### src/rtl/bst_pkg.sv
package bst_pkg;
	// Register offsets
	localparam logic [7:0] SENSE_WAIT_TIMES_OFS    = 8'h28;
	localparam logic [7:0] DRIVE_SAMPLE_TIMING_OFS = 8'h29;
	// Field positions
	localparam int SETTLE_LSB   = 4;
	localparam int DISCH_LSB    = 0;
	localparam int CLAMP_LSB    = 4;
	localparam int SAMPLE_LSB   = 2;
	localparam int ZC_LSB       = 0;
	// Values after reset
	localparam logic [3:0] SETTLE_RST = 4'h1;
	localparam logic [3:0] DISCH_RST  = 4'h1;
	localparam logic [1:0] CLAMP_RST  = 2'h0;
	localparam logic [1:0] SAMPLE_RST = 2'h3;
	localparam logic [1:0] ZC_RST     = 2'h0;
	// Clock
	localparam int CLK_MHZ = 40;
	// Overdrive clamp limits in ms, and cycles per ms
	localparam int CLAMP1_MS = 25;
	localparam int CLAMP2_MS = 50;
	localparam int CLAMP3_MS = 100;
	localparam int CYC_PER_MS = CLK_MHZ * 1000;
	// Zero-cross window in us
	localparam int ZC0_US = 100;
	localparam int ZC1_US = 200;
	localparam int ZC2_US = 300;
	localparam int ZC3_US = 390;
	localparam int CNT_W = 23;
	typedef enum logic [1:0] {
		BST_IDLE,
		BST_RUN,
		BST_CLAMP
	} bst_od_state_t;
endpackage : bst_pkg

### src/rtl/bst_od_clamp.sv
`timescale 1ns/10ps
`default_nettype none
module bst_od_clamp
#(
	parameter int CYC_PER_MS = bst_pkg::CYC_PER_MS
)
(
	input  wire logic       clk,
	input  wire logic       rst_b,
	input  wire logic [1:0] clamp_code,
	input  wire logic       calib_active,
	input  wire logic       diag_active,
	input  wire logic       od_active,
	output logic            rated_clamp
);
	localparam int CW = bst_pkg::CNT_W;

	// Longest limit must fit the counter, or the clamp limit would be truncated
	if (CYC_PER_MS < 1 || bst_pkg::CLAMP3_MS * CYC_PER_MS >= 2 ** CW)
	begin : g_bad_rate
		$error("clamp counter too narrow for CYC_PER_MS");
	end

	function automatic logic [CW-1:0] limit_of(input logic [1:0] c);
		case (c)
			2'h1: limit_of = CW'(bst_pkg::CLAMP1_MS * CYC_PER_MS);
			2'h2: limit_of = CW'(bst_pkg::CLAMP2_MS * CYC_PER_MS);
			default: limit_of = CW'(bst_pkg::CLAMP3_MS * CYC_PER_MS);
		endcase
	endfunction : limit_of

	bst_pkg::bst_od_state_t state;
	bst_pkg::bst_od_state_t next_state;
	logic [CW-1:0]          count;
	logic [CW-1:0]          next_count;

	// Clamp ignored in calibration and diagnostics
	wire logic clamp_en = (clamp_code != 2'h0) && !calib_active
		&& !diag_active;
	wire logic expired  = (count >= limit_of(clamp_code) - CW'(1));

	always_comb
	begin
		next_state = state;
		next_count = count;
		case (state)
			bst_pkg::BST_IDLE:
			begin
				next_count = '0;
				if (od_active && clamp_en)
					next_state = bst_pkg::BST_RUN;
			end
			bst_pkg::BST_RUN:
			begin
				next_count = count + CW'(1);
				if (!od_active || !clamp_en)
					next_state = bst_pkg::BST_IDLE;
				else if (expired)
					next_state = bst_pkg::BST_CLAMP;
			end
			default:
			begin
				if (!od_active || !clamp_en)
					next_state = bst_pkg::BST_IDLE;
			end
		endcase
	end

	always_ff @(posedge clk or negedge rst_b)
	begin
		if (!rst_b)
		begin
			state <= bst_pkg::BST_IDLE;
			count <= '0;
		end
		else
		begin
			state <= next_state;
			count <= next_count;
		end
	end

	// Immediate, not aligned to a zero crossing
	assign rated_clamp = (state == bst_pkg::BST_CLAMP);
endmodule : bst_od_clamp
`default_nettype wire

### src/rtl/bst_timing_regs.sv
`timescale 1ns/10ps
`default_nettype none
// How it works
// - Settle-wait code sits in bits 7-4 at sense_wait_times, reset 1.
// - Codes 0-3 give 15/25/50/75 us for LRA, 45/75/150/225 us for ERM.
// - Codes 4-15 give 90..285 us for LRA and are undefined for ERM.
// - Discharge-wait code sits in bits 3-0 at sense_wait_times, reset 1, same map.
// - Overdrive clamp code sits in bits 5-4 at drive_sample_timing, reset 0.
// - Clamp code 0 is automatic overdrive; 1-3 limit it to 25/50/100 ms.
// - On expiry the rated-voltage clamp applies at once.
// - Calibration and diagnostics ignore the clamp code.
// - Sample-offset code sits in bits 3-2 at drive_sample_timing, reset 3.
// - Zero-cross window sits in bits 1-0 at drive_sample_timing, reset 0: 100-390 us.
module bst_timing_regs
#(
	// Cycles per millisecond of the clamp timer
	parameter int CYC_PER_MS = bst_pkg::CYC_PER_MS
)
(
	input  wire logic        clk,
	input  wire logic        rst_b,
	input  wire logic [7:0]  reg_addr,
	input  wire logic [7:0]  reg_wdata,
	input  wire logic        reg_wr,
	input  wire logic        reg_rd,
	output logic      [7:0]  reg_rdata,
	input  wire logic        erm_sel,
	input  wire logic        calib_active,
	input  wire logic        diag_active,
	input  wire logic        od_active,
	output logic      [3:0]  settle_wait_code,
	output logic      [3:0]  discharge_wait_code,
	output logic      [1:0]  overdrive_clamp_code,
	output logic      [1:0]  sample_offset_code,
	output logic      [1:0]  zero_cross_window_code,
	output logic      [15:0] settle_wait_cycles,
	output logic      [15:0] discharge_wait_cycles,
	output logic             wait_code_invalid,
	output logic      [15:0] zero_cross_window_cycles,
	output logic             rated_clamp
);
	// Reserved bits 7-6 at drive_sample_timing are writable and read back
	logic [1:0] rsvd29;

	wire logic sel28 = (reg_addr == bst_pkg::SENSE_WAIT_TIMES_OFS);
	wire logic sel29 = (reg_addr == bst_pkg::DRIVE_SAMPLE_TIMING_OFS);
	wire logic wr28  = reg_wr && sel28;
	wire logic wr29  = reg_wr && sel29;

	wire logic [7:0] rd_mux = sel28 ? {settle_wait_code, discharge_wait_code}
		: sel29 ? {rsvd29, overdrive_clamp_code, sample_offset_code,
		zero_cross_window_code} : 8'h00;

	always_ff @(posedge clk or negedge rst_b)
	begin
		if (!rst_b)
		begin
			settle_wait_code    <= bst_pkg::SETTLE_RST;
			discharge_wait_code <= bst_pkg::DISCH_RST;
		end
		else if (wr28)
		begin
			settle_wait_code    <= reg_wdata[bst_pkg::SETTLE_LSB +: 4];
			discharge_wait_code <= reg_wdata[bst_pkg::DISCH_LSB +: 4];
		end
	end

	always_ff @(posedge clk or negedge rst_b)
	begin
		if (!rst_b)
		begin
			rsvd29                 <= 2'h0;
			overdrive_clamp_code   <= bst_pkg::CLAMP_RST;
			sample_offset_code     <= bst_pkg::SAMPLE_RST;
			zero_cross_window_code <= bst_pkg::ZC_RST;
		end
		else if (wr29)
		begin
			rsvd29                 <= reg_wdata[7:6];
			overdrive_clamp_code   <= reg_wdata[bst_pkg::CLAMP_LSB +: 2];
			sample_offset_code     <= reg_wdata[bst_pkg::SAMPLE_LSB +: 2];
			zero_cross_window_code <= reg_wdata[bst_pkg::ZC_LSB +: 2];
		end
	end

	// Read data stands only in the cycle after the strobe
	always_ff @(posedge clk or negedge rst_b)
	begin
		if (!rst_b)
			reg_rdata <= 8'h00;
		else if (reg_rd)
			reg_rdata <= rd_mux;
		else
			reg_rdata <= 8'h00;
	end

	logic inv_settle;
	logic inv_disch;

	bst_wait_lut u_settle
	(
		.code    (settle_wait_code),
		.erm_sel (erm_sel),
		.cycles  (settle_wait_cycles),
		.invalid (inv_settle)
	);

	bst_wait_lut u_disch
	(
		.code    (discharge_wait_code),
		.erm_sel (erm_sel),
		.cycles  (discharge_wait_cycles),
		.invalid (inv_disch)
	);

	assign wait_code_invalid = inv_settle || inv_disch;

	always_comb
	begin
		case (zero_cross_window_code)
			2'h0: zero_cross_window_cycles = 16'(bst_pkg::ZC0_US * bst_pkg::CLK_MHZ);
			2'h1: zero_cross_window_cycles = 16'(bst_pkg::ZC1_US * bst_pkg::CLK_MHZ);
			2'h2: zero_cross_window_cycles = 16'(bst_pkg::ZC2_US * bst_pkg::CLK_MHZ);
			default: zero_cross_window_cycles = 16'(bst_pkg::ZC3_US * bst_pkg::CLK_MHZ);
		endcase
	end

	bst_od_clamp
	#(
		.CYC_PER_MS (CYC_PER_MS)
	)
	u_clamp
	(
		.clk          (clk),
		.rst_b        (rst_b),
		.clamp_code   (overdrive_clamp_code),
		.calib_active (calib_active),
		.diag_active  (diag_active),
		.od_active    (od_active),
		.rated_clamp  (rated_clamp)
	);
endmodule : bst_timing_regs
`default_nettype wire

### src/rtl/bst_wait_lut.sv
`timescale 1ns/10ps
`default_nettype none
module bst_wait_lut
(
	input  wire logic [3:0]  code,
	input  wire logic        erm_sel,
	output logic      [15:0] cycles,
	output logic             invalid
);
	// Cycles at 40 MHz: us * 40
	function automatic logic [15:0] us_cyc(input int us);
		us_cyc = 16'(us * bst_pkg::CLK_MHZ);
	endfunction : us_cyc

	logic [15:0] lra_cyc;
	logic [15:0] erm_cyc;

	always_comb
	begin
		case (code)
			4'h0: lra_cyc = us_cyc(15);
			4'h1: lra_cyc = us_cyc(25);
			4'h2: lra_cyc = us_cyc(50);
			4'h3: lra_cyc = us_cyc(75);
			4'h4: lra_cyc = us_cyc(90);
			4'h5: lra_cyc = us_cyc(105);
			4'h6: lra_cyc = us_cyc(120);
			4'h7: lra_cyc = us_cyc(135);
			4'h8: lra_cyc = us_cyc(150);
			4'h9: lra_cyc = us_cyc(165);
			4'hA: lra_cyc = us_cyc(180);
			4'hB: lra_cyc = us_cyc(195);
			4'hC: lra_cyc = us_cyc(210);
			4'hD: lra_cyc = us_cyc(235);
			4'hE: lra_cyc = us_cyc(260);
			default: lra_cyc = us_cyc(285);
		endcase
	end

	always_comb
	begin
		case (code)
			4'h0: erm_cyc = us_cyc(45);
			4'h1: erm_cyc = us_cyc(75);
			4'h2: erm_cyc = us_cyc(150);
			default: erm_cyc = us_cyc(225);
		endcase
	end

	// No ERM time above code 3; clip to the longest and flag it
	assign invalid = erm_sel && (code > 4'h3);
	assign cycles  = erm_sel ? erm_cyc : lra_cyc;
endmodule : bst_wait_lut
`default_nettype wire

### config.mk
export PLATFORM = sky130hd
export DESIGN_NAME = bst_timing_regs
export DESIGN_NICKNAME = d
export VERILOG_FILES = /design/src/rtl/bst_pkg.sv /design/src/rtl/bst_od_clamp.sv /design/src/rtl/bst_timing_regs.sv /design/src/rtl/bst_wait_lut.sv
export SDC_FILE = /design/constraint.sdc
export NUM_CORES = 1
export LEC_CHECK = 0
export BUFFER_PORTS_ARGS = -buffer_cell sky130_fd_sc_hd__buf_2
export CORE_MARGIN = 2
export CORE_UTILIZATION = 50
export CTS_BUF_LIST = sky130_fd_sc_hd__clkbuf_2
export CTS_CLUSTER_DIAMETER = 30
export DETAILED_ROUTE_END_ITERATION = 12
export PLACE_DENSITY = 0.75
export SYNTH_ARGS = -nofsm -noshare
export SYNTH_HDL_FRONTEND = slang
export SYNTH_SLANG_ARGS = --single-unit
### constraint.sdc
create_clock -name clk -period 6.9 [get_ports clk]
set_input_delay 0.69 -clock clk [delete_from_list [all_inputs] [get_ports clk]]
set_output_delay 0.69 -clock clk [all_outputs]
set_load 0.01 [all_outputs]
## Word-level counts from Yosys, hierarchy flattened

Memory sizes are Yosys's and may differ from the RTL's.
Index checks and enable logic that the tools add are counted.

- Div/mod/pow operators: 0
- $mul: 0
- Bitwise operators: 0
- Magnitude comparators: 3
- Shift-type cells: 0
- Add/sub/neg operators: 2
- Reduce and logical (&&, ||, !) cells: 21
- Mux-type cells: 15
- Equality and inequality tests: 14

Operators by type and width:

| cell | number |
|---|---|
| $pmux W14 S3 | 3 |
| $pmux W23 S2 | 1 |
| $pmux W22 S2 | 1 |
| $mux W16 | 2 |
| $mux W8 | 3 |
| $add A23 B1 Y23 const B | 1 |
| $ge A23 B23 Y1 | 1 |
| $sub A22 B1 Y23 const B | 1 |
| $eq A8 B6 Y1 const B | 2 |
| $eq A4 B1 Y1 const B | 2 |
| $eq A4 B2 Y1 const B | 2 |
| $gt A4 B2 Y1 const B | 2 |
| $logic_not A4 Y1 | 2 |
| $mux W2 | 4 |
| $logic_and A1 B1 Y1 | 7 |
| $eq A2 B1 Y1 const B | 3 |
| $eq A2 B2 Y1 const B | 3 |
| $logic_not A1 Y1 | 4 |
| $logic_not A2 Y1 | 2 |
| $pmux W2 S2 | 1 |
| $reduce_bool A2 Y1 | 2 |
| $ne A3 B1 Y1 const B | 1 |
| $reduce_and A3 Y1 | 1 |
| $reduce_bool A3 Y1 | 1 |
| 2 further kinds | 3 |

- Bits in read-only memories: 352
- Output and inout port bits: 72
- Memories kept: 2
- Input port bits: 24
- Memory bits (writable): 0
- Word-level logic and storage cells: 66
- Flip-flop bits (word level): 49
- Latch bits: 0

Memory list:

| name | words | width | read ports | clocked after memory_dff | write ports | RTL line | text |
|---|---|---|---|---|---|---|---|
| (name not given) | 16 | 11 | 1 | 0 | 0 | bst_wait_lut.sv:20 | `case (code)` |
| (name not given) | 16 | 11 | 1 | 0 | 0 | bst_wait_lut.sv:20 |  |

## Longest topological paths before layout

Gate-level depths: netlist (run 1).

- Depth in word-level cells: 7
- Gate-level depth with buffers: 10
- Depth with buffers taken out: 10

## Hierarchy

A second synthesis (run 1) with hierarchy kept.

- Cells, all modules: 435
- Area, all modules: 3,952.5 um^2

By module, submodules not included:

| module | sequential area each (um^2) | cells an instance | area an instance (um^2) | instances |
|---|---|---|---|---|
| bst_od_clamp | 625.6 | 197 | 1,757.9 | 1 |
| bst_timing_regs | 605.6 | 82 | 1,088.5 | 1 |
| bst_wait_lut at u_settle | 0.0 | 83 | 564.3 | 1 |
| bst_wait_lut at u_disch | 0.0 | 73 | 541.8 | 1 |

## Least setup slack after synthesis (run 1)

OpenSTA, ideal clock, no wires.

- Kind: register to output
- From: reg settle_wait_code[0]
- To: out settle_wait_cycles[5]
- Buffers on the path: 1
- Setup slack: 4.309 ns
- Required time: 6.210 ns
- Stages on the path, launching flop included: 7
- Arrival: 1.901 ns
- Cell sequence: dfstp_2 clkbuf_1 inv_1 ha_1 mux4_2 nor2_1 a41oi_1

- Cells in the longest elaborated chain, start to end: 3
- Elaborated cells between the ends (all ways): 6
- Classes of those cells: eq/ne (2); mux (2); reduce/logical (1); memory (1)

RTL lines:

| what | RTL line | text |
|---|---|---|
| start: declaration | bst_timing_regs.sv:31 | `output logic [3:0] settle_wait_code,` |
| start signal: assignment | bst_timing_regs.sv:58 | `settle_wait_code <= bst_pkg::SETTLE_RST;` |
| start signal: assignment | bst_timing_regs.sv:63 | `settle_wait_code <= reg_wdata[bst_pkg::SETTLE_LSB +: 4];` |
| parallel branches: the longest is 2 deep, another holds $mem_v2 Z16 W11 | -- |  |
| $mux W16 (*) | bst_wait_lut.sv:52 | `assign cycles = erm_sel ? erm_cyc : lra_cyc;` |
| end: declaration | bst_timing_regs.sv:36 | `output logic [15:0] settle_wait_cycles,` |

Mark *: on every way between the ends.

## Worst setup path after layout (run 1)

Ends and elaborated chain as after synthesis.

==> flow_metrics.env, run 1 <==
export IMPL_path_buf_inv=2
export IMPL_power_frac_seq_pct=50.0
export IMPL_area_delta_synth_final_pct=11.47
export IMPL_cp_slowest_cell="dfstp_2"
export IMPL_rows=31
export IMPL_fin_skew_ns=0.01825
export IMPL_power_frac_clock_pct=31.9
export IMPL_multiInputGateArea_sq_um=2247
export IMPL_cts_htree_levels=2
export IMPL_cpPeakStageDelay_ns=0.72
export IMPL_leakagePower_nw=1.959
export IMPL_internal_power_w=0.0004370
export IMPL_clkTransAtPathRegs_ns=0.27
export IMPL_start_util_pct=51.60
export IMPL_post_route_period_util_pct=45.80
export IMPL_synthDistinctLibCells=54
export IMPL_worstPathCellList="inv_1, ha_1, mux4_2, nor2_1, a41oi_1, buf_2"
export IMPL_final_hold_viol_count=0
export IMPL_drt_iter0_markers=138
export IMPL_cts_path_max_buffers=2
export IMPL_grt_util_all_layers_pct=20.22
export IMPL_pwr_share_comb_pct=18.1
export IMPL_status="finished, final reports clean"
export IMPL_grt_first_pass_wirelength_microns=13960
export IMPL_synth_edf_count=0
export IMPL_post_cts_buffers=0
export IMPL_gr_total_overflow=0
export IMPL_routedWlPerCell_microns=14.09
export IMPL_synth_area_sq_um=3742
export IMPL_irDropWorstVdd_uv=103.4
export IMPL_critPathLaunchType="flip-flop"
export IMPL_first_global_vias=2935
export IMPL_layout_common_cells="buf_2, dfrtp_1, nand2_1"
export IMPL_core_area_sq_um=7253
export IMPL_finalNetCount=556
export IMPL_syn_area_per_cell_sq_um=8.583
export IMPL_root_buffer="clkbuf_2"
export IMPL_grt_max_degree=50
export IMPL_fin_util_pct=57.51
export IMPL_routed_wl_microns=8398
export IMPL_hold_ws_ns=0.4146
export IMPL_synth_main_ff_cell="dfrtp_1"
export IMPL_numCtsBuffers=5
export IMPL_maxSlewViolCount=0
export IMPL_ant_nets=0
export IMPL_clock_latency_ns=0.44
export IMPL_fin_setup_tns_ns=0
export IMPL_synthArstFlopShare_pct=100.0
export IMPL_ys_seq_area_share_pct=32.90
export IMPL_cts_sinks=49
export IMPL_cts_resized_gates=0
export IMPL_critPathArrivalTime_ns=2.47
export IMPL_fillers=668
export IMPL_worstPathRequired_ns=6.21
export IMPL_drc=0
export IMPL_num_io_pins=96
export IMPL_routabilityCongestion=0.9203
export IMPL_p_per_area_nw_per_um2=146.7
export IMPL_path_max_fanout=14
export IMPL_ys_warn_count=0
export IMPL_antenna_found_initial=0
export IMPL_fin_crit_ns=3.160
export IMPL_regArea_sq_um=1231
export IMPL_synthCells=436
export IMPL_max_slew_margin_rel_pct=27.57
export IMPL_setup_viol=0
export IMPL_hold_buffers=0
export IMPL_drive_above_1_share_pct=22.54
export IMPL_rsz0062_at_grt="false"
export IMPL_swShare_pct=28.58
export IMPL_min_path_type="input port to async pin"
export IMPL_num_vias=3310
export IMPL_max_freq_ghz=0.3164
export IMPL_final_common_cell="buf_2"
export IMPL_worst_pin_slew_ns=1.086
export IMPL_cts_tree="yes"
export IMPL_vias_per_cell=5.554
export IMPL_path_class="flip-flop to output pin"
export IMPL_p_switching_w=0.0001748
export IMPL_port_buffers=77
export IMPL_drv_cap=0
export IMPL_die_y_microns=90.52
export IMPL_dp_hpwl_microns=6240
export IMPL_die_area_sq_um=8193
export IMPL_diodes=0
export IMPL_crit_path_end_kind="output pin"
export IMPL_ys_ff_latch=49
export IMPL_die_w_microns=90.52
export IMPL_dr_pass1_iters=5
export IMPL_crit_family="flip-flops"
logic make-up (layout without fill, tap and decap cells):
kind of cell	count (synthesis)	after routing	share of synthesized area, %
multiplexers	23	23	7.021
adder cells (fa/ha/maj)	36	36	12.04
AND/OR/NAND/NOR	150	150	20.16
buffers and inverters	66	109	8.859
AO/OA/AOI/OAI	99	99	16.25
other	2	20	0.2007
XOR/XNOR	11	11	2.575
flip-flops	49	49	32.90
routing by layer:
metal  share of wire, %  global-route usage [%]
met5                  0                       0
met4                1.4                   5.385
met3                5.1                   2.588
met2                 48                   34.33
met1                 45                   27.23
Yosys cell counts, types with 9 or more instances:
cell type / count / area [sq um]
a21oi_1: 28 / 140.1
a22oi_1: 9 / 67.56
buf_4: 20 / 150.1
clkbuf_1: 18 / 67.56
dfrtp_1: 45 / 1126
ha_1: 36 / 450.4
inv_1: 23 / 86.33
mux2_2: 16 / 180.2
nand2_1: 41 / 153.9
nand3_1: 19 / 95.09
nor2_1: 32 / 120.1
nor3_1: 12 / 60.06
o21ai_0: 33 / 165.2
xnor2_1: 9 / 78.83
registers in the layout, summed over array words and instances, names as in the netlist:
name,count
sample_offset_code,2
reg_rdata,8
zero_cross_window_code,2
overdrive_clamp_code,2
discharge_wait_code,4
settle_wait_code,4
u_clamp.state,2
u_clamp.count,23
rsvd29,2
worst paths after layout:
| path | slack (ns) | from | to | depth (start not counted) |
|---|---|---|---|---|
| hold / removal | 0.41 | rst_b | u_clamp.count[10] | 1 |
| setup reg to reg | 4.22 | overdrive_clamp_code[0] | u_clamp.state[1] | 10 |
| max in group asynchronous | 5.83 | rst_b | u_clamp.count[13] | 1 |
| setup / recovery | 3.74 | settle_wait_code[0] | settle_wait_cycles[5] | 6 |
| hold reg to reg | 0.51 | u_clamp.count[5] | u_clamp.count[5] | 1 |
| min in group clk | 0.47 | reg_wdata[1] | zero_cross_window_code[1] | 2 |
through the flow:
stage	setup slack [ns]	area [sq um]	cells	total power (W)
floorplan	4.309	3810	454	0.0003867
global placement	4.301	4078	588	0.0004177
detailed placement	4.239	4078	588	0.0004211
CTS	3.713	4172	596	0.0006189
global route	3.547	4172	596	0.0006426
finish	3.740	4172	596	0.0006118
power groups by stage:
stage,Sequential (W),Clock [W],Combinational (W)
6_report,0.000306,0.000195,0.000111
3_3_place_gp,0.000310,0,0.000107
3_5_place_dp,0.000311,0,0.000110
4_1_cts,0.000306,0.000202,0.000111
2_1_floorplan,0.000305,0,0.0000817
5_1_grt,0.000308,0.000210,0.000124
cell type report:
class / instances / share of cell area, %
Multi-Input combinational cell: 339 / 53.87
Sequential cell: 49 / 29.51
Timing Repair Buffer: 77 / 9.238
Tap cell: 99 / 2.969
Inverter: 24 / 2.160
Clock inverter: 3 / 1.650
Clock buffer: 5 / 0.5999
worst register-to-register path, cell delays in order, from the launching register on:
cell and delay (ns):
dfrtp_1 0.49, inv_1 0.11, ha_1 0.41, inv_1 0.09, ha_1 0.28, ha_1 0.29
and4_1 0.20, nand2_1 0.06, or4_1 0.43, nand3_1 0.11, o221a_1 0.18
No activity file was read; power rests on OpenSTA's default activity.
==> run 2: changes to the inputs <==
ABC_AREA = 1   (was not set)
PLACE_DENSITY = 0.78   (was 0.75)
clock period = 2.85 ns   (was 6.9 ns; I/O delays follow)
==> flow_metrics.env, run 2 <==
export IMPL_critPathArrivalTime_ns=2.92
export IMPL_largest_register="u_clamp.count"
export IMPL_max_freq_ghz=0.3932
export IMPL_final_hold_viol_count=0
export IMPL_port_buffers=77
export IMPL_cts_htree_levels=2
export IMPL_worst_pin_slew_ns=1.064
export IMPL_dr_pass1_iters=5
export IMPL_rows=31
export IMPL_area_delta_synth_final_pct=10.09
export IMPL_post_cts_buffers=0
export IMPL_diodes=0
export IMPL_ant_nets=0
export IMPL_postPlaceCellArea_sq_um=4189
export IMPL_drc=0
export IMPL_final_area_sq_um=4233
export IMPL_r2r_cells=15
export IMPL_fin_setup_tns_ns=0
export IMPL_fin_skew_ns=0.02265
export IMPL_hold_ws_ns=0.006311
export IMPL_synth_area_sq_um=3845
export IMPL_first_global_vias=3460
export IMPL_syn_area_per_cell_sq_um=7.016
export IMPL_status="finished, final reports clean"
export IMPL_p_per_area_nw_per_um2=310.7
export IMPL_finalPower_w=0.001315
export IMPL_grt_first_pass_wirelength_microns=15530
export IMPL_clkTransAtPathRegs_ns=0.25
export IMPL_netlist_top_cells_area="dfrtp_1, nand2_1, ha_1"
export IMPL_synthArstFlopShare_pct=100.0
export IMPL_grt_util_all_layers_pct=22.22
export IMPL_yosys_top_cells_count="nand2_1, inv_1, nor2_1"
export IMPL_die_area_sq_um=8407
export IMPL_worstPathRequired_ns=3.22
export IMPL_num_io_pins=96
export IMPL_largestRegisters="u_clamp.count: 23 flops, reg_rdata: 8 flops"
export IMPL_post_route_period_util_pct=89.24
export IMPL_critPathLaunchType="flip-flop"
export IMPL_drv_cap=0
export IMPL_num_vias=3821
export IMPL_synth_main_ff_cell="dfrtp_1"
export IMPL_cts_path_max_buffers=2
export IMPL_synth_top_cell_area_share_pct=29.29
export IMPL_drive_above_1_share_pct=15.47
export IMPL_vias_per_cell=5.359
export IMPL_ys_ff_latch=49
export IMPL_hold_buffers=0
export IMPL_grt_max_degree=50
export IMPL_layout_common_cells="nand2_1, buf_2, inv_1"
export IMPL_dp_hpwl_microns=7294
export IMPL_setup_viol=0
export IMPL_core_area_sq_um=7331
export IMPL_pwr_share_comb_pct=21.4
export IMPL_routed_wl_microns=9495
export IMPL_gr_total_overflow=0
export IMPL_cp_common_cell="nand2_1"
export IMPL_ys_warn_count=0
export IMPL_synth_most_common_cell="nand2_1"
export IMPL_worstPathCellList="inv_1, ha_1, inv_1, ha_1, ha_1, nand2_1, nand2_1, nand2_1, nand2_1, nand2_1, nand3_1, nand2_1, nand2_1, nand2_1, a21oi_1"
export IMPL_finalNetCount=673
export IMPL_irDropWorstVdd_uv=194.1
export IMPL_cp_slowest_cell="dfrtp_1"
export IMPL_routabilityCongestion=0.9075
export IMPL_cpPeakStageDelay_ns=0.49
export IMPL_root_buffer="clkbuf_2"
export IMPL_synthCells=548
export IMPL_path_class="flip-flop to flip-flop"
export IMPL_yosysTopAreaCell="dfrtp_1"
export IMPL_crit_path_end_kind="flip-flop"
export IMPL_numCtsBuffers=5
export IMPL_synthDistinctLibCells=41
export IMPL_power_frac_seq_pct=56.7
export IMPL_internal_power_w=0.0008876
export IMPL_power_frac_clock_pct=21.9
export IMPL_leakagePower_nw=2.144
export IMPL_max_slew_margin_rel_pct=29.07
export IMPL_fin_crit_ns=2.543
export IMPL_path_max_fanout=6
export IMPL_maxSlewViolCount=0
export IMPL_min_path_type="input port to async pin"
export IMPL_cts_resized_gates=0
export IMPL_cts_sinks=49
export IMPL_largest_register_ffs=23
export IMPL_p_switching_w=0.0004278
export IMPL_antenna_found_initial=0
export IMPL_synth_edf_count=0
export IMPL_rsz0062_at_grt="false"
export IMPL_cts_tree="yes"
export IMPL_die_w_microns=91.69
export IMPL_drt_iter0_markers=206
export IMPL_routedWlPerCell_microns=13.32
export IMPL_final_common_cell="nand2_1"
export IMPL_clock_latency_ns=0.43
export IMPL_swShare_pct=32.52
export IMPL_die_y_microns=91.69
export IMPL_ys_seq_area_share_pct=32.02
export IMPL_start_util_pct=52.45
run 2: cell types whose count changed in the layout (fill, tap and decap cells not counted), moves of 10 or more:
cell	delta
nor2_1	+23
mux2_2	-16
inv_1	+46
a21oi_1	+10
nand2_1	+89
run 2: cell type report:
cell class / instances / area, sq um
Sequential cell: 49 / 1231
Clock buffer: 7 / 35.03
Inverter: 69 / 259.0
Multi-Input combinational cell: 411 / 2190
Fill cell: 681 / 3098
Tap cell: 99 / 123.9
Timing Repair Buffer: 77 / 385.4
Clock inverter: 1 / 8.758
run 2: cell families (layout without fill, tap and decap cells):
kind of cell               Yosys count  in the layout  share of synthesized area [%]
and+or+nand+nor                    249            249                          27.82
DFF                                 49             49                          32.02
other                                2             20                         0.1953
xor gates and xnor gates             4              4                         0.9111
buffers and inverters              106            154                          12.79
adders and majority gates           36             36                          11.71
AOI/OAI and AO/OA                  102            102                          14.55
run 2: layer usage:
| layer | wire length, microns | global-route usage (%) | vias up |
|---|---|---|---|
| li1 | - | - | 1889 |
| met2 | 4518 | 37.50 | 152 |
| met5 | 0 | 0 | - |
| met1 | 4243 | 30.61 | 1771 |
| met3 | 642 | 3.287 | 9 |
| met4 | 90 | 4.353 | 0 |
run 2: worst max-delay path: cells and delay by family, from the launching register on:
| kind | cells | cell delay, ns |
|---|---|---|
| compound gates | 1 | 0.13 |
| simple gates | 9 | 0.62 |
| flops | 1 | 0.49 |
| buf+inv | 2 | 0.22 |
| fa+ha+maj | 3 | 1.03 |
run 2: stage by stage:
step | worst slack, ns | util [%] | instances
3_5_place_dp | 0.3834 | 57.14 | 705
6_report | 0.3067 | 57.74 | 713
4_1_cts | 0.3193 | 57.74 | 713
5_1_grt | 0.1260 | 57.74 | 713
2_1_floorplan | 0.6862 | - | 566
3_3_place_gp | 0.5689 | 57.14 | 705
run 2: path summary, 6_finish.rpt:
| kind | slack, ns | from | end |
|---|---|---|---|
| worst max-delay path | 0.31 | overdrive_clamp_code[1] | u_clamp.state[1] |
| max in group asynchronous | 2.19 | rst_b | reg_rdata[2] |
| worst max register to register | 0.31 | overdrive_clamp_code[1] | u_clamp.state[1] |
| worst min-delay path | 0.006 | rst_b | u_clamp.count[0] |
| min in group clk | 0.06 | reg_wdata[7] | rsvd29[1] |
| worst min register to register | 0.51 | sample_offset_code[1] | sample_offset_code[1] |
run 2: power groups by stage:
stage	Sequential, W	Combinational, W	Clock, W
after floorplan	0.000752	0.000193	0
after global placement	0.000755	0.000269	0
after detailed placement	0.000757	0.000278	0
after CTS	0.000745	0.000280	0.000296
after global routing	0.000750	0.000318	0.000321
final	0.000746	0.000281	0.000289
==> run 3: changes to the inputs <==
PLACE_DENSITY = 0.76   (was 0.78)
SYNTH_HIERARCHICAL = 1   (was not set)
==> flow_metrics.env, run 3 <==
export IMPL_routedWlPerCell_microns=13.02
export IMPL_power_frac_clock_pct=27.5
export IMPL_routed_wl_microns=10550
export IMPL_synth_mux_area_share_pct=0
export IMPL_critPathLaunchType="flip-flop"
export IMPL_first_global_vias=3982
export IMPL_yosys_top_cells_count="nand2_1, inv_1, nand3_1"
export IMPL_cts_resized_gates=0
export IMPL_post_cts_buffers=0
export IMPL_rsz0062_at_grt="false"
export IMPL_netlist_top_cells_area="dfrtp_1, nand2_1, ha_1"
export IMPL_die_area_sq_um=9468
export IMPL_synth_main_ff_cell="dfrtp_1"
export IMPL_worst_pin_slew_ns=1.066
export IMPL_die_y_microns=97.31
export IMPL_gr_total_overflow=0
export IMPL_yosys_area_share_adder_pct=10.64
export IMPL_post_route_period_util_pct=90.15
export IMPL_grt_max_degree=50
export IMPL_pwr_share_comb_pct=26.4
export IMPL_synth_top_family_by_area="simple AND/OR/NAND/NOR gates"
export IMPL_area_delta_synth_final_pct=9.601
export IMPL_synth_edf_count=0
export IMPL_dr_pass1_iters=5
export IMPL_setup_viol=0
export IMPL_irDropWorstVdd_uv=381.0
export IMPL_final_hold_viol_count=2
export IMPL_grt_util_all_layers_pct=22.76
export IMPL_largest_register_ffs=23
export IMPL_largest_register="u_clamp/count"
export IMPL_worstPathRequired_ns=3.22
export IMPL_p_per_area_nw_per_um2=346.6
export IMPL_drv_cap=0
export IMPL_dp_hpwl_microns=8192
export IMPL_synth_top_cell_area_share_pct=25.87
export IMPL_crit_path_end_kind="flip-flop"
export IMPL_ys_ff_latch=49
export IMPL_hold_ws_ns=-0.0003108
export IMPL_fin_setup_tns_ns=0
export IMPL_power_frac_seq_pct=46.1
export IMPL_r2r_cells=15
export IMPL_antenna_found_initial=0
export IMPL_max_freq_ghz=0.3892
export IMPL_critPathArrivalTime_ns=2.94
export IMPL_root_buffer="clkbuf_2"
export IMPL_p_switching_w=0.0005518
export IMPL_layout_common_cells="nand2_1, inv_1, buf_2"
export IMPL_final_common_cell="nand2_1"
export IMPL_cts_tree="yes"
export IMPL_reg2reg_slack_ns=0.28
export IMPL_path_class="flip-flop to flip-flop"
export IMPL_r2r_end="u_clamp/state[1]"
export IMPL_synth_xor_area_share_pct=0.2012
export IMPL_diodes=0
export IMPL_routabilityCongestion=0.9458
export IMPL_internal_power_w=0.001102
export IMPL_hold_buffers=0
export IMPL_drc=0
export IMPL_synth_most_common_cell="nand2_1"
export IMPL_maxSlewViolCount=0
export IMPL_swShare_pct=33.37
export IMPL_drive_above_1_share_pct=19.80
export IMPL_fillers=830
export IMPL_path_max_fanout=6
export IMPL_status="finished, violations left"
export IMPL_synth_area_sq_um=4353
export IMPL_clock_latency_ns=0.43
export IMPL_rows=34
export IMPL_die_w_microns=97.31
export IMPL_ys_warn_count=6
export IMPL_cts_path_max_buffers=2
export IMPL_min_path_type="input port to async pin"
export IMPL_clkTransAtPathRegs_ns=0.25
export IMPL_largestRegisters="u_clamp/count: 23 flops, reg_rdata: 8 flops"
export IMPL_fin_skew_ns=0.02514
export IMPL_finalNetCount=762
export IMPL_core_area_sq_um=8593
export IMPL_start_util_pct=50.66
export IMPL_grt_first_pass_wirelength_microns=18150
export IMPL_max_slew_margin_rel_pct=28.95
export IMPL_synth_simple_gate_area_share_pct=36.94
export IMPL_fin_util_pct=55.52
export IMPL_vias_per_cell=5.207
export IMPL_cts_sinks=49
export IMPL_r2r_start="overdrive_clamp_code[0]"
export IMPL_syn_area_per_cell_sq_um=6.888
export IMPL_num_io_pins=96
export IMPL_drt_iter0_markers=224
export IMPL_numCtsBuffers=5
export IMPL_synthArstFlopShare_pct=100.0
export IMPL_ys_seq_area_share_pct=28.28
export IMPL_synthCells=632
export IMPL_cts_htree_levels=2
export IMPL_ant_nets=0
export IMPL_port_buffers=77
export IMPL_yosysTopAreaCell="dfrtp_1"
export IMPL_leakagePower_nw=2.589
export IMPL_violations="hold timing"
export IMPL_fin_crit_ns=2.569
export IMPL_synth_compound_area_share_pct=10.03
export IMPL_synthDistinctLibCells=43
export IMPL_num_vias=4218
[run 3: changes by cell type after synthesis, moves of 9 or more]
cell     previous run  this run
nand3_1            25        58
nand2_2             1        10
nand2_1           130       188
inv_1              69        82
o21ai_2             0         9
nor2_1             55        44
o21ai_0            42        20
[run 3: power groups by stage]
stage | Clock (W) | Sequential (W) | Combinational [W]
CTS | 0.000465 | 0.000761 | 0.000436
detailed placement | 0 | 0.000773 | 0.000432
floorplan | 0 | 0.000760 | 0.000317
global placement | 0 | 0.000771 | 0.000420
finish | 0.000454 | 0.000762 | 0.000437
global route | 0.000486 | 0.000768 | 0.000497
[run 3: worst max path at each step]
stage                       startpoint                to  slack (ns)
5_1_grt        overdrive_clamp_code[0]  u_clamp/state[1]        0.03
4_1_cts        overdrive_clamp_code[0]  u_clamp/state[1]        0.28
3_3_place_gp   overdrive_clamp_code[0]  u_clamp/state[1]        0.49
3_5_place_dp   overdrive_clamp_code[0]  u_clamp/state[1]        0.35
6_report       overdrive_clamp_code[0]  u_clamp/state[1]        0.28
2_1_floorplan  overdrive_clamp_code[0]  u_clamp/state[0]        0.60
[run 3: metal layers]
metal | share of wire [%] | vias up | track usage, %
li1 | - | 2103 | -
met2 | 48 | 163 | 39.64
met3 | 6.4 | 25 | 3.525
met4 | 2.7 | 0 | 7.692
met1 | 42 | 1927 | 28.88
met5 | 0 | - | 0
[run 3: layout make-up]
cell class | count | area, sq um | area share [%]
multi-input cells | 480 | 2595 | 54.39
flip-flops and latches | 49 | 1231 | 25.81
repair buffers | 78 | 392.9 | 8.235
inverters | 87 | 326.6 | 6.845
well taps | 108 | 135.1 | 2.832
clock inverters | 3 | 65.06 | 1.364
clock buffers | 5 | 25.02 | 0.5245
[run 3: cell families after synthesis]
group                      Yosys count
and+or+nand+nor                    346
buffers and inverters              119
AOI/OAI and AO/OA                   75
DFF                                 49
adders and majority gates           37
other                                5
xor gates and xnor gates             1
[run 3: critical path, stage by stage, from the launching register on]
cell	delay, ns
dfrtp_1	0.50
inv_1	0.12
ha_1	0.38
a2111oi_0	0.46
ha_1	0.33
nand2_1	0.09
inv_1	0.04
nand2_1	0.05
nand2_1	0.04
nand2_1	0.05
nand2_1	0.05
nor2_1	0.09
nand2_1	0.08
nand2_1	0.08
nand2_1	0.06
nand2_1	0.07
[run 3: metrics by stage]
| step | worst slack (ns) | hold WS (ns) | instances | area, sq um | total power [W] |
|---|---|---|---|---|---|
| 2_1_floorplan | 0.6047 | -0.01059 | 648 | 4413 | 0.001077 |
| 3_3_place_gp | 0.4920 | 0.4631 | 802 | 4681 | 0.001191 |
| 3_5_place_dp | 0.3465 | 0.4717 | 802 | 4681 | 0.001205 |
| 4_1_cts | 0.2792 | 0.02406 | 810 | 4771 | 0.001662 |
| 5_1_grt | 0.03280 | 0.01513 | 810 | 4771 | 0.001750 |
| 6_report | 0.2806 | -0.0003108 | 810 | 4771 | 0.001653 |
